File: src/verilog/sync_ctl_pkg.sv
// Constants shared by the processor-control and barrier logic
package sync_ctl_pkg;
   localparam int unsigned FIELD_COUNT = 8;
   localparam int unsigned FIELD_WIDTH = 4;
   localparam int unsigned FLAGS_WIDTH = 32;
   localparam int unsigned SREG_NUM_WIDTH = 10;
   localparam int unsigned SREG_COUNT = 16;
   localparam int unsigned SREG_IDX_WIDTH = 4;
   // Primary and extended opcode fields
   localparam int unsigned OPCD_MSB = 31;
   localparam int unsigned OPCD_LSB = 26;
   localparam int unsigned XO_MSB = 10;
   localparam int unsigned XO_LSB = 1;
   localparam int unsigned MASK_MSB = 19;
   localparam int unsigned MASK_LSB = 12;
   localparam int unsigned REG_S_MSB = 25;
   localparam int unsigned REG_S_LSB = 21;
   localparam int unsigned SREG_LO_MSB = 20;
   localparam int unsigned SREG_LO_LSB = 16;
   localparam int unsigned SREG_HI_MSB = 15;
   localparam int unsigned SREG_HI_LSB = 11;
   localparam logic [5:0] OPCD_X = 6'h1F;
   localparam logic [5:0] OPCD_SYSCALL = 6'h11;
   localparam logic [5:0] OPCD_XL = 6'h13;
   localparam logic [9:0] XO_MTCRF = 10'h090;
   localparam logic [9:0] XO_MFSPR = 10'h153;
   localparam logic [9:0] XO_MTSPR = 10'h1D3;
   localparam logic [9:0] XO_IOBAR = 10'h356;
   localparam logic [9:0] XO_FSYNC = 10'h256;
   localparam logic [9:0] XO_MTMSR = 10'h092;
   localparam logic [9:0] XO_CBAR = 10'h096;
   localparam logic [9:0] XO_RFI = 10'h032;
   localparam logic [9:0] XO_RFCI = 10'h033;
   localparam logic [FLAGS_WIDTH-1:0] FLAGS_RESET = 32'h0000_0000;
   localparam logic [31:0] SREG_RESET = 32'h0000_0000;
endpackage : sync_ctl_pkg

File: src/verilog/sync_class_if.sv
// Decoded synchronization class of the instruction in decode
interface sync_class_if;
   logic ctx_sync;
   logic exe_sync;
   logic sto_sync;
   logic is_cbar;
   modport dec (output ctx_sync, output exe_sync, output sto_sync, output is_cbar);
   modport use_side (input ctx_sync, input exe_sync, input sto_sync, input is_cbar);
endinterface : sync_class_if

File: src/verilog/sync_classifier.sv
// Classifies an instruction word into its synchronization kinds
module sync_classifier (
   input wire logic [31:0] instr_i,
   sync_class_if.dec cls
);
   logic [5:0] opcd;
   logic [9:0] xo;
   logic is_x;
   logic is_xl;
   logic is_syscall;
   assign opcd = instr_i[sync_ctl_pkg::OPCD_MSB:sync_ctl_pkg::OPCD_LSB];
   assign xo = instr_i[sync_ctl_pkg::XO_MSB:sync_ctl_pkg::XO_LSB];
   assign is_x = (opcd == sync_ctl_pkg::OPCD_X);
   assign is_xl = (opcd == sync_ctl_pkg::OPCD_XL);
   assign is_syscall = (opcd == sync_ctl_pkg::OPCD_SYSCALL);
   // Context class: barrier, both returns, system call
   assign cls.is_cbar = is_xl && (xo == sync_ctl_pkg::XO_CBAR);
   assign cls.ctx_sync = cls.is_cbar || is_syscall || (is_xl && (xo == sync_ctl_pkg::XO_RFI ||
      xo == sync_ctl_pkg::XO_RFCI));
   // I/O barrier counts as storage and execution sync, same as full sync
   assign cls.sto_sync = is_x && (xo == sync_ctl_pkg::XO_IOBAR || xo == sync_ctl_pkg::XO_FSYNC);
   assign cls.exe_sync = cls.sto_sync || cls.ctx_sync || (is_x && xo == sync_ctl_pkg::XO_MTMSR);
endmodule : sync_classifier

File: src/verilog/cr_spr_sync_ctl.sv
// Condition-register and special-register moves plus barrier sequencing
// How it works
// - The condition field mask is eight bits of the instruction, its top bit picking field 0 and its bottom field 7.
// - A field loads from the source register only where its mask bit is one, else it keeps its value.
// - The special register number is rebuilt by swapping the two five-bit halves of its opcode field.
// - Move-from-special writes the destination register with the whole selected special register.
// - Move-to-special writes the selected special register with the source register.
// - The I/O barrier lets no later storage access start until every earlier one has completed.
// - The context barrier waits for all earlier instructions and holds later ones until it completes.
// - The context barrier flushes prefetched instructions so later ones are fetched anew.
// - The context barrier does not wait for memory accesses to finish against other devices.
// - Full sync waits for earlier instructions and their memory accesses before completing and holds later ones.
// - The I/O barrier and full sync are handled by the same sequence, both execution synchronizing.
// - Full sync only drains local storage, as there is no multiprocessor coherency to wait for.
// - Context barrier, both returns and system call are context synchronizing; the I/O barrier and full sync storage.
// - Both barriers, machine-state move, both returns, system call and full sync drain earlier instructions.
module cr_spr_sync_ctl #(
   parameter int unsigned SREG_N = sync_ctl_pkg::SREG_COUNT
) (
   input wire logic core_clk_i,
   input wire logic rst_i,
   input wire logic issue_valid_i,
   input wire logic [31:0] issue_instr_i,
   input wire logic [31:0] source_gpr_i,
   input wire logic older_busy_i,
   input wire logic storage_busy_i,
   output logic issue_ready_o,
   output logic stall_later_o,
   output logic flush_prefetch_o,
   output logic complete_o,
   output logic gpr_we_o,
   output logic [31:0] gpr_wdata_o,
   output logic [31:0] condition_flags_register_o,
   output logic [9:0] special_reg_number_o,
   output logic ctx_sync_o,
   output logic sto_sync_o
);
   typedef enum logic [2:0] {
      ST_IDLE = 3'b001,
      ST_DRAIN = 3'b010,
      ST_FLUSH = 3'b100
   } sync_state_t;

   sync_class_if cls ();
   sync_state_t state_r;
   sync_state_t state_nxt;
   logic [31:0] cond_flags_r;
   logic [31:0] special_register_r [SREG_N];
   logic [31:0] gpr_wdata_r;
   logic gpr_we_r;
   logic complete_r;
   logic cbar_pend_r;
   logic [5:0] opcd;
   logic [9:0] xo;
   logic [7:0] cond_field_mask;
   logic [9:0] special_reg_number;
   logic [31:0] cond_flags_nxt;
   logic take;
   logic is_mtcrf;
   logic is_mfspr;
   logic is_mtspr;
   logic drained;

   // Swapped halves recover the register number
   function automatic logic [9:0] sreg_decode(input logic [31:0] w);
      sreg_decode = {w[sync_ctl_pkg::SREG_HI_MSB:sync_ctl_pkg::SREG_HI_LSB],
                     w[sync_ctl_pkg::SREG_LO_MSB:sync_ctl_pkg::SREG_LO_LSB]};
   endfunction : sreg_decode

   // Widens the field mask to one bit per flag bit, kept apart from the merge it checks
   function automatic logic [31:0] field_bits(input logic [7:0] m);
      field_bits = 32'h0000_0000;
      for (int f = 0; f < 8; f++) begin
         field_bits[31 - 4 * f -: 4] = {4{m[7 - f]}};
      end
   endfunction : field_bits

   sync_classifier u_cls (
      .instr_i(issue_instr_i),
      .cls(cls)
   );

   assign opcd = issue_instr_i[sync_ctl_pkg::OPCD_MSB:sync_ctl_pkg::OPCD_LSB];
   assign xo = issue_instr_i[sync_ctl_pkg::XO_MSB:sync_ctl_pkg::XO_LSB];
   assign cond_field_mask = issue_instr_i[sync_ctl_pkg::MASK_MSB:sync_ctl_pkg::MASK_LSB];
   assign special_reg_number = sreg_decode(issue_instr_i);
   assign is_mtcrf = (opcd == sync_ctl_pkg::OPCD_X) && (xo == sync_ctl_pkg::XO_MTCRF);
   assign is_mfspr = (opcd == sync_ctl_pkg::OPCD_X) && (xo == sync_ctl_pkg::XO_MFSPR);
   assign is_mtspr = (opcd == sync_ctl_pkg::OPCD_X) && (xo == sync_ctl_pkg::XO_MTSPR);
   assign take = issue_valid_i && issue_ready_o;
   // Context barrier skips the storage drain; other devices are not waited on
   assign drained = !older_busy_i && (cbar_pend_r || !storage_busy_i);

   // Masked field merge, mask bit 7-i picks field i
   genvar gi;
   generate
      for (gi = 0; gi < 8; gi++) begin : g_field
         localparam int unsigned HI = 31 - 4 * gi;
         assign cond_flags_nxt[HI -: 4] = cond_field_mask[7 - gi] ? source_gpr_i[HI -: 4] : cond_flags_r[HI -: 4];
      end
   endgenerate

   // Barrier sequencer
   always_comb begin
      state_nxt = state_r;
      case (state_r)
         ST_IDLE: begin
            if (issue_valid_i && cls.exe_sync) begin
               state_nxt = ST_DRAIN;
            end
         end
         ST_DRAIN: begin
            if (drained) begin
               state_nxt = cbar_pend_r ? ST_FLUSH : ST_IDLE;
            end
         end
         ST_FLUSH: state_nxt = ST_IDLE;
         default: state_nxt = ST_IDLE;
      endcase
   end

   always_ff @(posedge core_clk_i) begin
      if (rst_i) begin
         state_r <= ST_IDLE;
      end else begin
         state_r <= state_nxt;
      end
   end

   // Remember whether the barrier is the context kind
   always_ff @(posedge core_clk_i) begin
      if (rst_i) begin
         cbar_pend_r <= 1'b0;
      end else if (state_r == ST_IDLE && issue_valid_i) begin
         cbar_pend_r <= cls.is_cbar;
      end
   end

   // Sync instructions issue only once drained; later ones stall until then
   assign issue_ready_o = (state_r == ST_IDLE) ? !cls.exe_sync :
                          ((state_r == ST_DRAIN) && drained && !cbar_pend_r) || (state_r == ST_FLUSH);
   assign stall_later_o = (state_r != ST_IDLE);
   assign flush_prefetch_o = (state_r == ST_FLUSH);
   assign ctx_sync_o = cls.ctx_sync;
   assign sto_sync_o = cls.sto_sync;

   // Condition register update
   always_ff @(posedge core_clk_i) begin
      if (rst_i) begin
         cond_flags_r <= sync_ctl_pkg::FLAGS_RESET;
      end else if (take && is_mtcrf) begin
         cond_flags_r <= cond_flags_nxt;
      end
   end

   // Special register file; numbers beyond the array are dropped on write
   always_ff @(posedge core_clk_i) begin
      if (rst_i) begin
         for (int i = 0; i < SREG_N; i++) begin
            special_register_r[i] <= sync_ctl_pkg::SREG_RESET;
         end
      end else if (take && is_mtspr && special_reg_number < 10'(SREG_N)) begin
         special_register_r[special_reg_number[sync_ctl_pkg::SREG_IDX_WIDTH-1:0]] <= source_gpr_i;
      end
   end

   // Register result and completion
   always_ff @(posedge core_clk_i) begin
      if (rst_i) begin
         gpr_we_r <= 1'b0;
         gpr_wdata_r <= 32'h0000_0000;
         complete_r <= 1'b0;
      end else begin
         gpr_we_r <= take && is_mfspr;
         complete_r <= take;
         if (take && is_mfspr) begin
            gpr_wdata_r <= (special_reg_number < 10'(SREG_N)) ?
               special_register_r[special_reg_number[sync_ctl_pkg::SREG_IDX_WIDTH-1:0]] : 32'h0000_0000;
         end
      end
   end

   assign gpr_we_o = gpr_we_r;
   assign gpr_wdata_o = gpr_wdata_r;
   assign complete_o = complete_r;
   assign condition_flags_register_o = cond_flags_r;
   assign special_reg_number_o = special_reg_number;

   AST_HOLD_WHILE_BUSY: assert property (@(posedge core_clk_i) disable iff (rst_i)
      (state_r == ST_DRAIN && older_busy_i) |-> !issue_ready_o)
      else $error("issue accepted while older work busy");
   AST_STORE_DRAIN: assert property (@(posedge core_clk_i) disable iff (rst_i)
      (state_r == ST_DRAIN && !cbar_pend_r && storage_busy_i) |-> stall_later_o && !issue_ready_o)
      else $error("storage barrier released early");
   AST_FLUSH_AFTER_CBAR: assert property (@(posedge core_clk_i) disable iff (rst_i)
      (state_r == ST_DRAIN && cbar_pend_r && drained) |=> flush_prefetch_o ##1 !flush_prefetch_o)
      else $error("no prefetch flush after context barrier");
   AST_CBAR_NO_STORE_WAIT: assert property (@(posedge core_clk_i) disable iff (rst_i)
      (state_r == ST_DRAIN && cbar_pend_r && !older_busy_i) |=> flush_prefetch_o)
      else $error("context barrier waited on storage");
   AST_MTCRF_MERGE: assert property (@(posedge core_clk_i) disable iff (rst_i)
      (take && is_mtcrf) |=> cond_flags_r == (($past(source_gpr_i) & field_bits($past(cond_field_mask))) |
         ($past(cond_flags_r) & ~field_bits($past(cond_field_mask)))))
      else $error("condition merge wrong");
   AST_FLAGS_HOLD: assert property (@(posedge core_clk_i) disable iff (rst_i)
      !(take && is_mtcrf) |=> $stable(cond_flags_r))
      else $error("condition register changed without move");
   AST_MFSPR_WRITE: assert property (@(posedge core_clk_i) disable iff (rst_i)
      (take && is_mfspr) |=> gpr_we_o)
      else $error("move-from-special gave no write");
   AST_SREG_ROUNDTRIP: assert property (@(posedge core_clk_i) disable iff (rst_i)
      (take && is_mtspr && special_reg_number == 10'h005) |=> special_register_r[5] == $past(source_gpr_i))
      else $error("special register write lost");
   AST_FLUSH_ONLY_CBAR: assert property (@(posedge core_clk_i) disable iff (rst_i)
      flush_prefetch_o |-> cbar_pend_r && issue_ready_o)
      else $error("prefetch flush without context barrier");
   AST_EXE_STALL: assert property (@(posedge core_clk_i) disable iff (rst_i)
      (state_r == ST_IDLE && issue_valid_i && cls.exe_sync) |-> !issue_ready_o ##1 stall_later_o)
      else $error("sync instruction issued without drain");
   AST_IOBAR_SAME: assert property (@(posedge core_clk_i) disable iff (rst_i)
      (cls.sto_sync && issue_valid_i && state_r == ST_IDLE) |-> cls.exe_sync ##1 !cbar_pend_r)
      else $error("storage barriers not treated alike");

   COV_MTCRF: cover property (@(posedge core_clk_i) take && is_mtcrf && cond_field_mask == 8'h64);
   COV_CBAR: cover property (@(posedge core_clk_i) flush_prefetch_o);
   COV_SYNC_WAIT: cover property (@(posedge core_clk_i) state_r == ST_DRAIN && storage_busy_i ##1 issue_ready_o);
   COV_MFSPR: cover property (@(posedge core_clk_i) gpr_we_o);
endmodule : cr_spr_sync_ctl

File: config.mk
export PLATFORM = sky130hd
export DESIGN_NAME = cr_spr_sync_ctl
export DESIGN_NICKNAME = d
export VERILOG_FILES = /design/src/verilog/sync_ctl_pkg.sv /design/src/verilog/sync_class_if.sv /design/src/verilog/sync_classifier.sv /design/src/verilog/cr_spr_sync_ctl.sv
export SDC_FILE = /design/constraint.sdc
export NUM_CORES = 1
export LEC_CHECK = 0
export ABC_AREA = 1
export CORE_ASPECT_RATIO = 1.1
export CORE_MARGIN = 8
export CORE_UTILIZATION = 55
export CTS_CLUSTER_SIZE = 25
export DETAILED_ROUTE_END_ITERATION = 6
export DONT_BUFFER_PORTS = 1
export MAX_ROUTING_LAYER = met4
export PLACE_DENSITY = 0.7
export SYNTH_ARGS = -nofsm -noshare
export SYNTH_HDL_FRONTEND = slang
export SYNTH_SLANG_ARGS = --single-unit
export TNS_END_PERCENT = 10
File: constraint.sdc
create_clock -name core_clk_i -period 9.4 [get_ports core_clk_i]
set_input_delay 2.35 -clock core_clk_i [delete_from_list [all_inputs] [get_ports core_clk_i]]
set_output_delay 2.35 -clock core_clk_i [all_outputs]
set_load 0.05 [all_outputs]
Word level (Yosys, flattened, before mapping)
Memory sizes are Yosys's and may differ from the RTL's.
Index checks and enable logic that the tools add are counted.

word-level totals
  register bits = 70
  latch bits = 0
  RAM bits = 512
  ROM bits = 0
  input port bits = 69
  logic and storage cells = 86
  memories = 1

cells by class
  add/sub/neg operators = 0
  multipliers = 0
  divide/modulo/power cells = 0
  order comparisons = 1
  equality and inequality tests = 18
  shift-type cells = 0
  multiplexer cells = 14
  bitwise gates (word level) = 0
  reduce and logical (&&, ||, !) cells = 39

memory list
  name                words  bits a word  read ports  clocked after memory_dff  write ports  RTL line               RTL
  special_register_r  16     32           1           0                         16           cr_spr_sync_ctl.sv:48  logic [31:0] special_register_r [SREG_N];

operators with widths
  cell                                                         number
  2-to-1 mux 32 bit                                            2
  OR reduction 32 bit                                          1
  equality test 10 x 8 -> 1 bit, second input constant         3
  equality test 10 bit, second input constant                  2
  equality test 10 x 6 -> 1 bit, second input constant         2
  equality test 10 x 9 -> 1 bit, second input constant         2
  equality test 6 x 5 -> 1 bit, second input constant          3
  AND reduction 2 bit                                          9
  logical AND 1 bit                                            17
  less-than comparator 10 x 5 -> 1 bit, second input constant  1
  2-to-1 mux 3 bit                                             3
  logical OR 1 bit                                             8
  2-to-1 mux 1 bit                                             7
  one-hot mux 3 bit (2 select lines)                           1
  logical NOT 1 bit                                            4
  2-to-1 mux 4 bit                                             1
  inequality test 2 bit, second input constant                 2
  equality test 3 x 1 -> 1 bit, second input constant          1
  equality test 3 x 2 -> 1 bit, second input constant          1
  equality test 3 bit, second input constant                   1
  inequality test 3 x 1 -> 1 bit, second input constant        1

Depth between registers and ports, before layout
Gate-level depths: netlist of run 1.

  word-level depth = 16
  mapped depth = 15
  mapped depth without buffers = 13

By module
A second synthesis of run 1 with hierarchy kept.

unflattened totals
  cell total of the unflattened synthesis = 2,625
  area, all modules = 25,535.7 µm²

modules (own cells, without submodules)
  module           times used  cells an instance  area each (µm²)
  cr_spr_sync_ctl  1           2,583              25,346.8
  sync_classifier  1           42                 188.9

Worst setup path after synthesis of run 1
OpenSTA, ideal clock, no wires.

  path type = input to output
  start = input port issue_instr_i[6]
  end = output port sto_sync_o
  arrival = 4.077 ns
  required time = 7.050 ns
  path slack = 2.973 ns
  stages = 5
  buffers on the path = 0
  cells stage by stage = inv_1 nand2_2 inv_1 nand2_1 nor4_1

between the ends
  cells in the longest elaborated chain, start to end = 3
  elaborated cells between the ends (all ways) = 4

RTL lines
  what                   RTL line               RTL
  start: declaration     cr_spr_sync_ctl.sv:23  input wire logic [31:0] issue_instr_i,
  equality test 10 bit   sync_classifier.sv:21  assign cls.sto_sync = is_x && (xo == sync_ctl_pkg::XO_IOBAR || xo == sync_ctl_pkg::XO_FSYNC);
  logical OR 1 bit (*)   sync_classifier.sv:21
  logical AND 1 bit (*)  sync_classifier.sv:21
  end: declaration       cr_spr_sync_ctl.sv:36  output logic sto_sync_o

Every way passes the cells marked *; elsewhere a longest branch is shown, timed or not.

==> results of run 1 <==
==> flip-flops by register name (all words and copies together) (netlist names) <==
signal,cells
condition_flags_register_o,32
cbar_pend_r,1
gpr_wdata_o,32
gpr_we_o,1
state_r,3
complete_o,1
special_register_r,512
==> layout by cell type, fill, tap and decap left out, drive strengths merged <==
cell and n:
nand2 302, clkinvlp 3, a31oi 2, a21boi 2
nor2 601, nor3 4, buf 35, inv 92
o311a 1, nand4 10, edfxtp 512, a21oi 33
o21ai 66, clkinv 19, nand3 66, nor4 2
clkbuf 89, nor3b 1, a22oi 256, dfxtp 70
a21o 23
==> per-layer routing <==
metal  vias up  routed length [um]
met5         -                   0
met2       730               32630
met1      8345               24790
met3       121                4900
li1       7568                   -
met4         0                1909
==> final cells by class <==
class / count / share of cell area [%]
sequential: 582 / 62.17
multi-input combinational: 1369 / 25.80
clock buffer: 89 / 6.621
tap: 588 / 2.726
inverter: 93 / 1.312
timing repair buffer: 35 / 0.9737
clock inverter: 21 / 0.3988
==> power breakdown <==
group          internal [mW]  switching, mW  total (mW)
Clock                   1.30          0.961        2.27
Combinational         0.0678          0.280       0.348
Sequential              2.88         0.0303        2.91
==> path summary, 6_finish.rpt <==
| check | start | slack (ps) | to | cells past startpoint |
|---|---|---|---|---|
| worst max-delay path | issue_instr_i[26] | 3070 | special_register_r[8][28] | 12 |
| worst min-delay path | state_r[1] | 560 | state_r[0] | 3 |
| worst max register to register | state_r[2] | 3970 | special_register_r[8][28] | 10 |
| worst min register to register | state_r[1] | 560 | state_r[0] | 3 |
==> logic make-up after synthesis <==
kind of cell | after synthesis | synth area share [%]
AND/OR/NAND/NOR | 986 | 17.09
buffers and inverters | 272 | 5.393
AO/OA/AOI/OAI | 383 | 10.51
flip-flops | 582 | 67.01
==> worst max-delay path: cells and delay by family <==
family | cells | cell delay (ps)
buffers and inverters | 1 | 450
AOI/OAI and AO/OA | 1 | 140
and+or+nand+nor | 10 | 3600
==> stage by stage <==
stage               power [mW]  hold WS, ps
floorplan                3.217        501.6
global placement         3.303        526.5
detailed placement       3.315        540.2
CTS                      5.540        554.5
global route             5.671        578.8
finish                   5.528        564.4
==> metrics.csv, run 1 <==
stage,metric,value,unit
run_status,status,"finished, final reports clean",
floorplanning,# rows,82,
min_path,HP Class,register to register,
timing,# setup viols final,0,
routing,Vias/cell,6.037,
cells_and_area,fin util,59.64,%
pwr,PwrDens,204.9,nW/um^2
routing,final antenna-violating net count,0,
floorplanning,Die Y,239.8,um
setup_path,CP Cell Sequence,"nand2_1, nor2_1, nand2_1, nor2_1, a21oi_2, nand3_2, nand2_1, nand3_2, nor2_4, nand3_4, nand2_1, buf_4",
timing,fmax,158.0,MHz
yosys,"count leader, synth",edfxtp_1,
setup_path,Crit-path slowest cell,nand2_1,
clocking,CTS tree,yes,
yosys,number of synthesized flops with an enable pin,512,
clocking,H-Tree Depth,2,
global_routing,GRT Overall Usage,24.85,%
setup_path,critical-path maximum fanout,33,
yosys,Ys Warns,0,
timing,Rel. slew slack,16.09,%
yosys,Commonest cells post-synth,"edfxtp_1 (512), nor2_1 (500), nand2_1 (301), a22oi_1 (256), clkbuf_1 (94)",
setup_path,Setup CP Type,primary input to register,
floorplanning,Ports,150,
yosys,Yosys top cell area share,61.41,%
yosys,Mapped Nets,2292,
floorplanning,Die Wd,219.4,um
place,Final HPWL DP,37890,um
cells_and_area,# fillers,3589,
routing,final routed DRC violation total,0,
cells_and_area,post-layout net count,2208,
pwr,Peak VDD IR,0.1781,mV
clocking,number of buffers created by CTS,58,
global_routing,met3 usage,3.612,%
timing,post-route setup TNS,0,ps
flow_run,maxcap violations,0,
timing,Setup Skew,8.210,ps
global_routing,grt met1 use,30.58,%
cells_and_area,share of cells above drive strength 1,11.74,%
global_routing,number of global-route vias before repair,16660,
clocking,post-CTS sizing,0,
cells_and_area,Syn-to-layout area delta,7.786,%
yosys,Synth Cell Area,25040,um^2
global_routing,GRT overflow,0,
timing,final count of pins violating max slew,0,
yosys,Syn Area/Cell,11.26,um^2
clocking,hold-fix buffers at CTS,0,
routing,Pre-Repair DR Iteration Count,7,
place,placer congestion estimate,0.8820,
floorplanning,Die Footprint,52610,um^2
yosys,synth unique cells,31,
cells_and_area,design area,26980,um^2
pwr,Leak,10.56,nW
cells_and_area,FF/Latch Area,16780,um^2
setup_path,CP Capture Type,register,
timing,RSZ-0062 raised after global routing,no,
routing,routed length per instance,23.13,um
setup_path,"most used cell, CP",nand2_1,
clocking,clk_lat worst skew,610,ps
place,DP Area,25090,um^2
place,IO buf count,0,
timing,minimum clock period,6330,ps
yosys,dominant cells by area after synthesis,"edfxtp_1 (61%), a22oi_1 (7.7%), nor2_1 (7.5%)",
cells_and_area,area of the multi-input gates,6962,um^2
cells_and_area,Post-Layout Cell Count,2777,
place,dpl cells,2667,
setup_path,Worst path max stage delay,930,ps
place,DP Worst Slack,2430,ps
floorplanning,initial core utilization,55.33,%
clocking,Num Clock Sinks,582,
setup_path,WP data required,9670,ps
global_routing,GR peak layer,met2,
yosys,leading area contributor after synthesis,edfxtp_1,
floorplanning,Core Region,45250,um^2
timing,period utilisation layout,67.34,%
global_routing,initial antenna violation count,2,
timing,final hold viol count,0,
routing,routed via count,16760,
setup_path,CP startpoint kind,primary input,
yosys,asr flop ratio synth,0,%
yosys,number of synthesized register bits,582,
global_routing,global routing usage on met2,41.64,%
clocking,Clock transition at path regs,60,ps
clocking,clock tree buffer depth,3,
timing,Final WS setup,3070,ps
cells_and_area,diode count,0,
global_routing,first-pass GRT wire length,97280,um
timing,Worst-Margin Slew,1256,ps
routing,initial DRC count,1974,
clocking,root buffer cell,clkbuf_16,
global_routing,maximum number of pins on one net before global-route repair,89,
routing,final WL,64240,um
yosys,cells after synthesis,2223,
yosys,ys flop type,edfxtp_1,
yosys,register area share after synthesis,67.01,%
clocking,Post-CTS Setup Bufs,0,
setup_path,arrival time at the worst endpoint,6600,ps
Power figures use the tool's default switching activity.
==> inputs of run 2 (changes only) <==
--- a/config.mk
+++ b/config.mk
@@ -5,7 +5,7 @@
 export SDC_FILE = /design/constraint.sdc
 export NUM_CORES = 1
 export LEC_CHECK = 0
-export ABC_AREA = 1
+export ABC_AREA = 0
 export CORE_ASPECT_RATIO = 1.1
 export CORE_MARGIN = 8
 export CORE_UTILIZATION = 55
==> constraint.sdc (replaced) <==
create_clock -name core_clk_i -period 6 [get_ports core_clk_i]
set_input_delay 1.5 -clock core_clk_i [delete_from_list [all_inputs] [get_ports core_clk_i]]
set_output_delay 1.5 -clock core_clk_i [all_outputs]
set_load 0.05 [all_outputs]
==> run 2 against run 1 <==
Against the previous run:
- the run now ends with DRC left
- synthesized cell count decreased by 15%
- critical endpoint is now issue_ready_o
- worst hold slack got worse by 71 ps
- cell count decreased by 14%
==> metrics.csv, run 2 <==
stage,metric,value,unit,change
yosys,"count leader, synth",nor2_1,,was edfxtp_1
min_path,HP Class,register to register,,unchanged
timing,post-route setup TNS,0,ps,unchanged
timing,RSZ-0062 raised after global routing,no,,unchanged
yosys,simple-gate share of the synthesized area,14.35,%,was 17.09%
yosys,mux cell area share after synthesis,12.65,%,was 0%
setup_path,CP startpoint kind,primary input,,unchanged
floorplanning,initial core utilization,55.78,%,was 55.33%
routing,initial DRC count,2030,,was 1974
floorplanning,Core Region,45550,um^2,was 45250 um^2
setup_path,CP Capture Type,output pin,,was register
floorplanning,Ports,150,,unchanged
place,Final HPWL DP,36470,um,was 37890 um
yosys,adder-cell share of the synthesized area,0,%,unchanged
setup_path,CP Cell Sequence,"or2_2, or4_1, o211a_1, a31oi_4, inv_2",,"was nand2_1, nor2_1, nand2_1, nor2_1, a21oi_2, nand3_2, nand2_1, nand3_2, nor2_4, nand3_4, nand2_1, buf_4"
routing,final antenna-violating net count,0,,unchanged
floorplanning,# rows,82,,unchanged
floorplanning,Die Y,241.4,um,was 239.8 um
clocking,post-CTS sizing,0,,unchanged
yosys,xor and xnor area share after synthesis,0,%,unchanged
run_status,status,finished with violations,,"was finished, final reports clean"
timing,minimum clock period,4713,ps,
setup_path,arrival time at the worst endpoint,3210,ps,was 6600 ps
routing,final routed DRC violation total,19,,was 0
timing,Rel. slew slack,21.70,%,was 16.09%
clocking,Clock transition at path regs,60,ps,about the same
floorplanning,Die Wd,220.9,um,was 219.4 um
timing,# setup viols final,0,,unchanged
clocking,clock tree buffer depth,3,,unchanged
timing,final count of pins violating max slew,0,,unchanged
setup_path,Crit-path slowest cell,or4_1,,was nand2_1
cells_and_area,design area,27330,um^2,was 26980 um^2
run_status,violated checks,DRC,,
yosys,largest family of logic cells by synthesized area,simple AND/OR/NAND/NOR gates,,unchanged
floorplanning,Die Footprint,53340,um^2,was 52610 um^2
clocking,number of buffers created by CTS,56,,was 58
yosys,dominant cells by area after synthesis,"edfxtp_1 (61%), mux4_2 (11%), nor2_1 (7.9%)",,"was edfxtp_1 (61%), a22oi_1 (7.7%), nor2_1 (7.5%)"
yosys,Mapped Nets,1952,,was 2292
global_routing,GRT Overall Usage,25.32,%,was 24.85%
setup_path,Setup CP Type,primary input to output pin,,was primary input to register
timing,fmax,212.2,MHz,
yosys,synth unique cells,40,,was 31
routing,Vias/cell,6.446,,was 6.037
clocking,clk_lat worst skew,620,ps,was 610 ps
yosys,number of synthesized register bits,582,,unchanged
cells_and_area,Largest register FFs,512,,unchanged
cells_and_area,post-layout net count,1824,,was 2208
timing,Setup Skew,17.73,ps,was 8.210 ps
yosys,Syn Area/Cell,13.49,um^2,was 11.26 um^2
yosys,leading area contributor after synthesis,edfxtp_1,,unchanged
global_routing,GRT overflow,0,,unchanged
yosys,number of synthesized flops with an enable pin,512,,unchanged
flow_run,maxcap violations,0,,unchanged
yosys,Ys Warns,0,,unchanged
global_routing,number of global-route vias before repair,15420,,was 16660
yosys,Synth Cell Area,25410,um^2,was 25040 um^2
setup_path,WP data required,4500,ps,was 9670 ps
clocking,CTS tree,yes,,unchanged
yosys,ys flop type,edfxtp_1,,unchanged
global_routing,first-pass GRT wire length,97340,um,was 97280 um
timing,period utilisation layout,78.55,%,
place,IO buf count,0,,unchanged
place,placer congestion estimate,0.7903,,was 0.8820
routing,routed via count,15410,,was 16760
cells_and_area,fin util,59.99,%,was 59.64%
timing,Worst-Margin Slew,1174,ps,was 1256 ps
global_routing,initial antenna violation count,0,,was 2
cells_and_area,Syn-to-layout area delta,7.549,%,was 7.786%
clocking,H-Tree Depth,2,,unchanged
cells_and_area,diode count,0,,unchanged
yosys,cells after synthesis,1883,,was 2223
yosys,Commonest cells post-synth,"nor2_1 (532), edfxtp_1 (512), mux4_2 (128), nand2b_1 (122), clkbuf_1 (97)",,"was edfxtp_1 (512), nor2_1 (500), nand2_1 (301), a22oi_1 (256), clkbuf_1 (94)"
routing,routed length per instance,27.90,um,was 23.13 um
pwr,Power Total,8.771,mW,was 5.528 mW
clocking,Post-CTS Setup Bufs,0,,unchanged
routing,final WL,66700,um,was 64240 um
pwr,Peak VDD IR,0.2130,mV,was 0.1781 mV
yosys,register area share after synthesis,66.03,%,was 67.01%
clocking,root buffer cell,clkbuf_16,,unchanged
timing,Final WS setup,1287,ps,was 3070 ps
clocking,Num Clock Sinks,582,,unchanged
routing,Pre-Repair DR Iteration Count,7,,unchanged
yosys,asr flop ratio synth,0,%,unchanged
global_routing,maximum number of pins on one net before global-route repair,138,,was 89
yosys,post-synthesis compound-gate area fraction,3.294,%,was 10.51%
cells_and_area,"commonest non-fill, non-tap cell in the layout",nor2_1,,was edfxtp_1
cells_and_area,most frequent cells in the layout,"nor2_1 (531), edfxtp_1 (512), mux4_2 (128), nand2b_1 (106), dfxtp_1 (70)",,"was edfxtp_1 (512), nor2_1 (496), nand2_1 (301), a22oi_1 (256), nor2_2 (89)"
yosys,Yosys top cell area share,60.51,%,was 61.41%
pwr,Leak,9.321,nW,was 10.56 nW
setup_path,Worst path max stage delay,510,ps,was 930 ps
setup_path,critical-path maximum fanout,27,,was 33
place,DP Area,25480,um^2,was 25090 um^2
cells_and_area,Biggest register,special_register_r,,unchanged
timing,final hold viol count,0,,unchanged
cells_and_area,share of cells above drive strength 1,15.36,%,was 11.74%
clocking,hold-fix buffers at CTS,0,,unchanged
place,DP Worst Slack,1198,ps,was 2430 ps
pwr,PwrDens,321.0,nW/um^2,was 204.9 nW/um^2
-- run 2: cell types whose count changed in the layout (fill, tap and decap cells not counted), moves of 33 or more --
| cell | change |
|---|---|
| mux2i_1 | +33 |
| mux4_2 | +128 |
| nand2_1 | -294 |
| nor2_1 | +35 |
| inv_1 | -82 |
| nand2b_1 | +106 |
| nand4_1 | +33 |
| nor2_2 | -88 |
| a22oi_1 | -224 |
| o21ai_0 | -34 |
-- run 2: kinds of logic after synthesis --
| group | after synthesis |
|---|---|
| muxes | 161 |
| DFF | 582 |
| AOI/OAI and AO/OA | 138 |
| and+or+nand+nor | 784 |
| buffers and inverters | 218 |
-- run 2: power by group --
part           switching, mW  internal [mW]  total, mW  leakage (nW)
sequential            0.0389           4.52       4.55          5.85
combinational          0.462          0.192      0.654          2.55
clock                   1.50           2.06       3.56         0.919
total                   2.00           6.77       8.77          9.32
-- run 2: critical path, delay by kind of cell --
| kind | cells | cell delay, ps |
|---|---|---|
| AO/OA/AOI/OAI | 2 | 460 |
| buffers and inverters | 1 | 390 |
| AND/OR/NAND/NOR | 2 | 810 |
-- run 2: stage by stage --
step	std cells	hold slack [ps]
6_report	2391	493.8
3_3_place_gp	2285	486.3
3_5_place_dp	2285	484.8
2_1_floorplan	1883	457.0
5_1_grt	2391	528.3
4_1_cts	2391	499.6
-- run 2: routing by layer --
metal  GRT usage [%]  vias up  part of all wire, %
met5               -        -                    0
met4           10.86        0                  4.0
met3           5.121      151                   10
met2           41.17      920                   48
met1           31.04     7736                   37
li1                -     6605                    -
-- run 2: cell type report --
type                            instances  area, um^2
Multi-Input combinational cell       1083        7756
Clock buffer                           77        1545
Clock inverter                         29       299.0
Timing Repair Buffer                   25       187.7
Tap cell                              588       735.7
Sequential cell                       582       16780
Inverter                                7       26.28
Fill cell                            3518       18230
-- run 2: worst paths after layout --
kind	from	endpoint	slack [ps]	cells past startpoint
setup / recovery	issue_instr_i[9]	issue_ready_o	1290	5
hold / removal	cbar_pend_r	cbar_pend_r	490	2
setup reg to reg	state_r[1]	special_register_r[13][29]	2330	8
hold reg to reg	cbar_pend_r	cbar_pend_r	490	2
==> inputs of run 3 (changes only) <==
--- a/config.mk
+++ b/config.mk
@@ -5,7 +5,7 @@
 export SDC_FILE = /design/constraint.sdc
 export NUM_CORES = 1
 export LEC_CHECK = 0
-export ABC_AREA = 0
+export ABC_AREA = 1
 export CORE_ASPECT_RATIO = 1.1
 export CORE_MARGIN = 8
 export CORE_UTILIZATION = 55
==> constraint.sdc (replaced) <==
create_clock -name core_clk_i -period 4.4 [get_ports core_clk_i]
set_input_delay 1.1 -clock core_clk_i [delete_from_list [all_inputs] [get_ports core_clk_i]]
set_output_delay 1.1 -clock core_clk_i [all_outputs]
set_load 0.05 [all_outputs]
==> run 3 against run 2 <==
Against the previous run:
- the run now ends clean
- worst hold slack improved by 74 ps
- non-clock buffer count rose by 46
- worst setup slack got worse by 480 ps
- final area fell by 0.28%
- register-to-register slack worse by 1300 ps
- global-route usage down 0.73 points
- critical endpoint unchanged
- largest power group unchanged
- highest routed layer unchanged
==> metrics.csv, run 3 (same netlist as run 1, synthesis figures left out) <==
stage,metric,value,unit,change
run_status,status,"finished, final reports clean",,was finished with violations
clocking,CTS tree,yes,,unchanged
clocking,Clock transition at path regs,60,ps,about the same
place,Final HPWL DP,37950,um,was 36470 um
pwr,Peak VDD IR,0.3316,mV,was 0.2130 mV
timing,post-route setup TNS,0,ps,unchanged
cells_and_area,"commonest non-fill, non-tap cell in the layout",edfxtp_1,,was nor2_1
routing,final WL,63520,um,was 66700 um
setup_path,r2r worst-path depth,10,,was 8
min_path,hold path start,state_r[1],,was cbar_pend_r
routing,initial DRC count,1825,,was 2030
pwr,Leak,10.71,nW,was 9.321 nW
global_routing,first-pass GRT wire length,96920,um,was 97340 um
clocking,post-CTS sizing,0,,unchanged
timing,RSZ-0062 raised after global routing,no,,unchanged
setup_path,WP data required,3300,ps,was 4500 ps
routing,final antenna-violating net count,0,,unchanged
timing,period utilisation layout,81.68,%,
timing,minimum clock period,3594,ps,
pwr,NetSw,2.704,mW,was 2.003 mW
clocking,clk_lat worst skew,600,ps,was 620 ps
clocking,Num Clock Sinks,582,,unchanged
floorplanning,Core Region,45250,um^2,was 45550 um^2
floorplanning,Die Footprint,52610,um^2,was 53340 um^2
place,IO buf count,0,,unchanged
cells_and_area,Largest register FFs,512,,unchanged
clocking,hold-fix buffers at CTS,0,,unchanged
floorplanning,Die Wd,219.4,um,was 220.9 um
floorplanning,# rows,82,,unchanged
pwr,sw frac,22.96,%,was 22.84%
pwr,Comb pwr share,6.6,%,was 7.5%
clocking,Post-CTS Setup Bufs,0,,unchanged
timing,fmax,278.3,MHz,
cells_and_area,FF/Latch Area,16780,um^2,unchanged
floorplanning,Ports,150,,unchanged
clocking,clock tree buffer depth,3,,unchanged
cells_and_area,Syn-to-layout area delta,8.841,%,was 7.549%
cells_and_area,Post-Layout Cell Count,2806,,was 2391
setup_path,Reg2Reg Capture Point,special_register_r[3][27],,was special_register_r[13][29]
min_path,HP Class,register to register,,unchanged
setup_path,Setup CP Type,register to output pin,,was primary input to output pin
global_routing,maximum number of pins on one net before global-route repair,84,,was 138
pwr,Sequential Power Share,52.9,%,was 51.9%
cells_and_area,share of cells above drive strength 1,12.71,%,was 15.36%
cells_and_area,most frequent cells in the layout,"edfxtp_1 (512), nor2_1 (496), nand2_1 (301), a22oi_1 (256), nor2_2 (89)",,"was nor2_1 (531), edfxtp_1 (512), mux4_2 (128), nand2b_1 (106), dfxtp_1 (70)"
cells_and_area,area of the multi-input gates,6962,um^2,was 7756 um^2
routing,routed via count,16930,,was 15410
floorplanning,Die Y,239.8,um,was 241.4 um
clocking,H-Tree Depth,2,,unchanged
global_routing,GRT Overall Usage,24.59,%,was 25.32%
timing,final hold viol count,0,,unchanged
timing,# setup viols final,0,,unchanged
global_routing,initial antenna violation count,1,,was 0
place,placer congestion estimate,0.8510,,was 0.7903
min_path,hold path endpoint,state_r[0],,was cbar_pend_r
pwr,PwrDens,432.1,nW/um^2,was 321.0 nW/um^2
cells_and_area,# fillers,3583,,was 3518
cells_and_area,diode count,0,,unchanged
global_routing,GRT overflow,0,,unchanged
timing,Worst-Margin Slew,1056,ps,was 1174 ps
setup_path,worst r2r src,state_r[0],,was state_r[1]
setup_path,critical-path maximum fanout,10,,was 27
timing,final count of pins violating max slew,0,,unchanged
setup_path,worst reg-to-reg setup slack,1050,ps,was 2330 ps
cells_and_area,Biggest register,special_register_r,,unchanged
setup_path,CP Capture Type,output pin,,unchanged
timing,Rel. slew slack,29.59,%,was 21.70%
clocking,number of buffers created by CTS,56,,unchanged
setup_path,arrival time at the worst endpoint,2490,ps,was 3210 ps
flow_run,maxcap violations,0,,unchanged
routing,routed length per instance,22.64,um,was 27.90 um
floorplanning,initial core utilization,55.33,%,was 55.78%
pwr,Pint,9.071,mW,was 6.768 mW
routing,final routed DRC violation total,0,,was 19
routing,Vias/cell,6.033,,was 6.446
routing,Pre-Repair DR Iteration Count,5,,was 7
place,dpl cells,2703,,was 2285
timing,Setup Skew,17.82,ps,was 17.73 ps
min_path,worst hold stages,3,,was 2
setup_path,CP startpoint kind,register,,was primary input
global_routing,number of global-route vias before repair,16890,,was 15420
clocking,root buffer cell,clkbuf_16,,unchanged
pwr,clock power share,40.6,%,about the same
cells_and_area,post-layout net count,2242,,was 1824
## run 3: metal layers
layer / track usage [%] / up-vias / share of wire [%]
met3: 4.029 / 141 / 7.7
met1: 29.60 / 8394 / 38
li1: - / 7646 / -
met5: - / - / 0
met4: 9.448 / 0 / 3.6
met2: 41.28 / 748 / 51
## run 3: cell type report
cell class                 count  area share [%]
clock buffer                  68           5.698
clock inverter                35           1.001
inverter                      93           1.299
timing repair buffer          71           2.186
multi-input combinational   1369           25.55
sequential                   582           61.57
tap                          588           2.700
## run 3: worst max-delay path: stages (launching register included)
cell	delay, ps
dfxtp_1	370
nand3_1	590
a21oi_2	360
nand3_2	150
nand2_1	130
buf_4	280
## run 3: worst max-delay path by stage
stage / startpoint / end / slack [ps]
after detailed placement: issue_instr_i[26] / special_register_r[6][9] / 830
after global placement: issue_instr_i[26] / special_register_r[3][29] / 930
after global routing: state_r[1] / issue_ready_o / 690
after CTS: state_r[0] / issue_ready_o / 790
after floorplan: issue_instr_i[6] / sto_sync_o / 470
final: state_r[0] / issue_ready_o / 810
## run 3: power groups by stage
stage | logic [mW] | clock network (mW) | registers [mW]
2_1_floorplan | 0.545 | 0 | 6.33
3_3_place_gp | 0.748 | 0 | 6.33
3_5_place_dp | 0.768 | 0 | 6.34
4_1_cts | 0.771 | 4.83 | 6.22
5_1_grt | 0.829 | 5.03 | 6.24
6_report | 0.773 | 4.78 | 6.22
## run 3: through the flow
stage               utilization (%)  total power, mW  instance area (um^2)  hold WS, ps  setup slack [ps]
global route                  60.22            12.10                 27250        539.0             687.0
CTS                           60.22            11.83                 27250        539.1             791.5
detailed placement            56.19            7.109                 25420        555.5             825.2
floorplan                         -            6.873                 25040        501.6             473.4
finish                        60.22            11.77                 27250        567.6             806.2
global placement              56.19            7.077                 25420        524.9             929.2
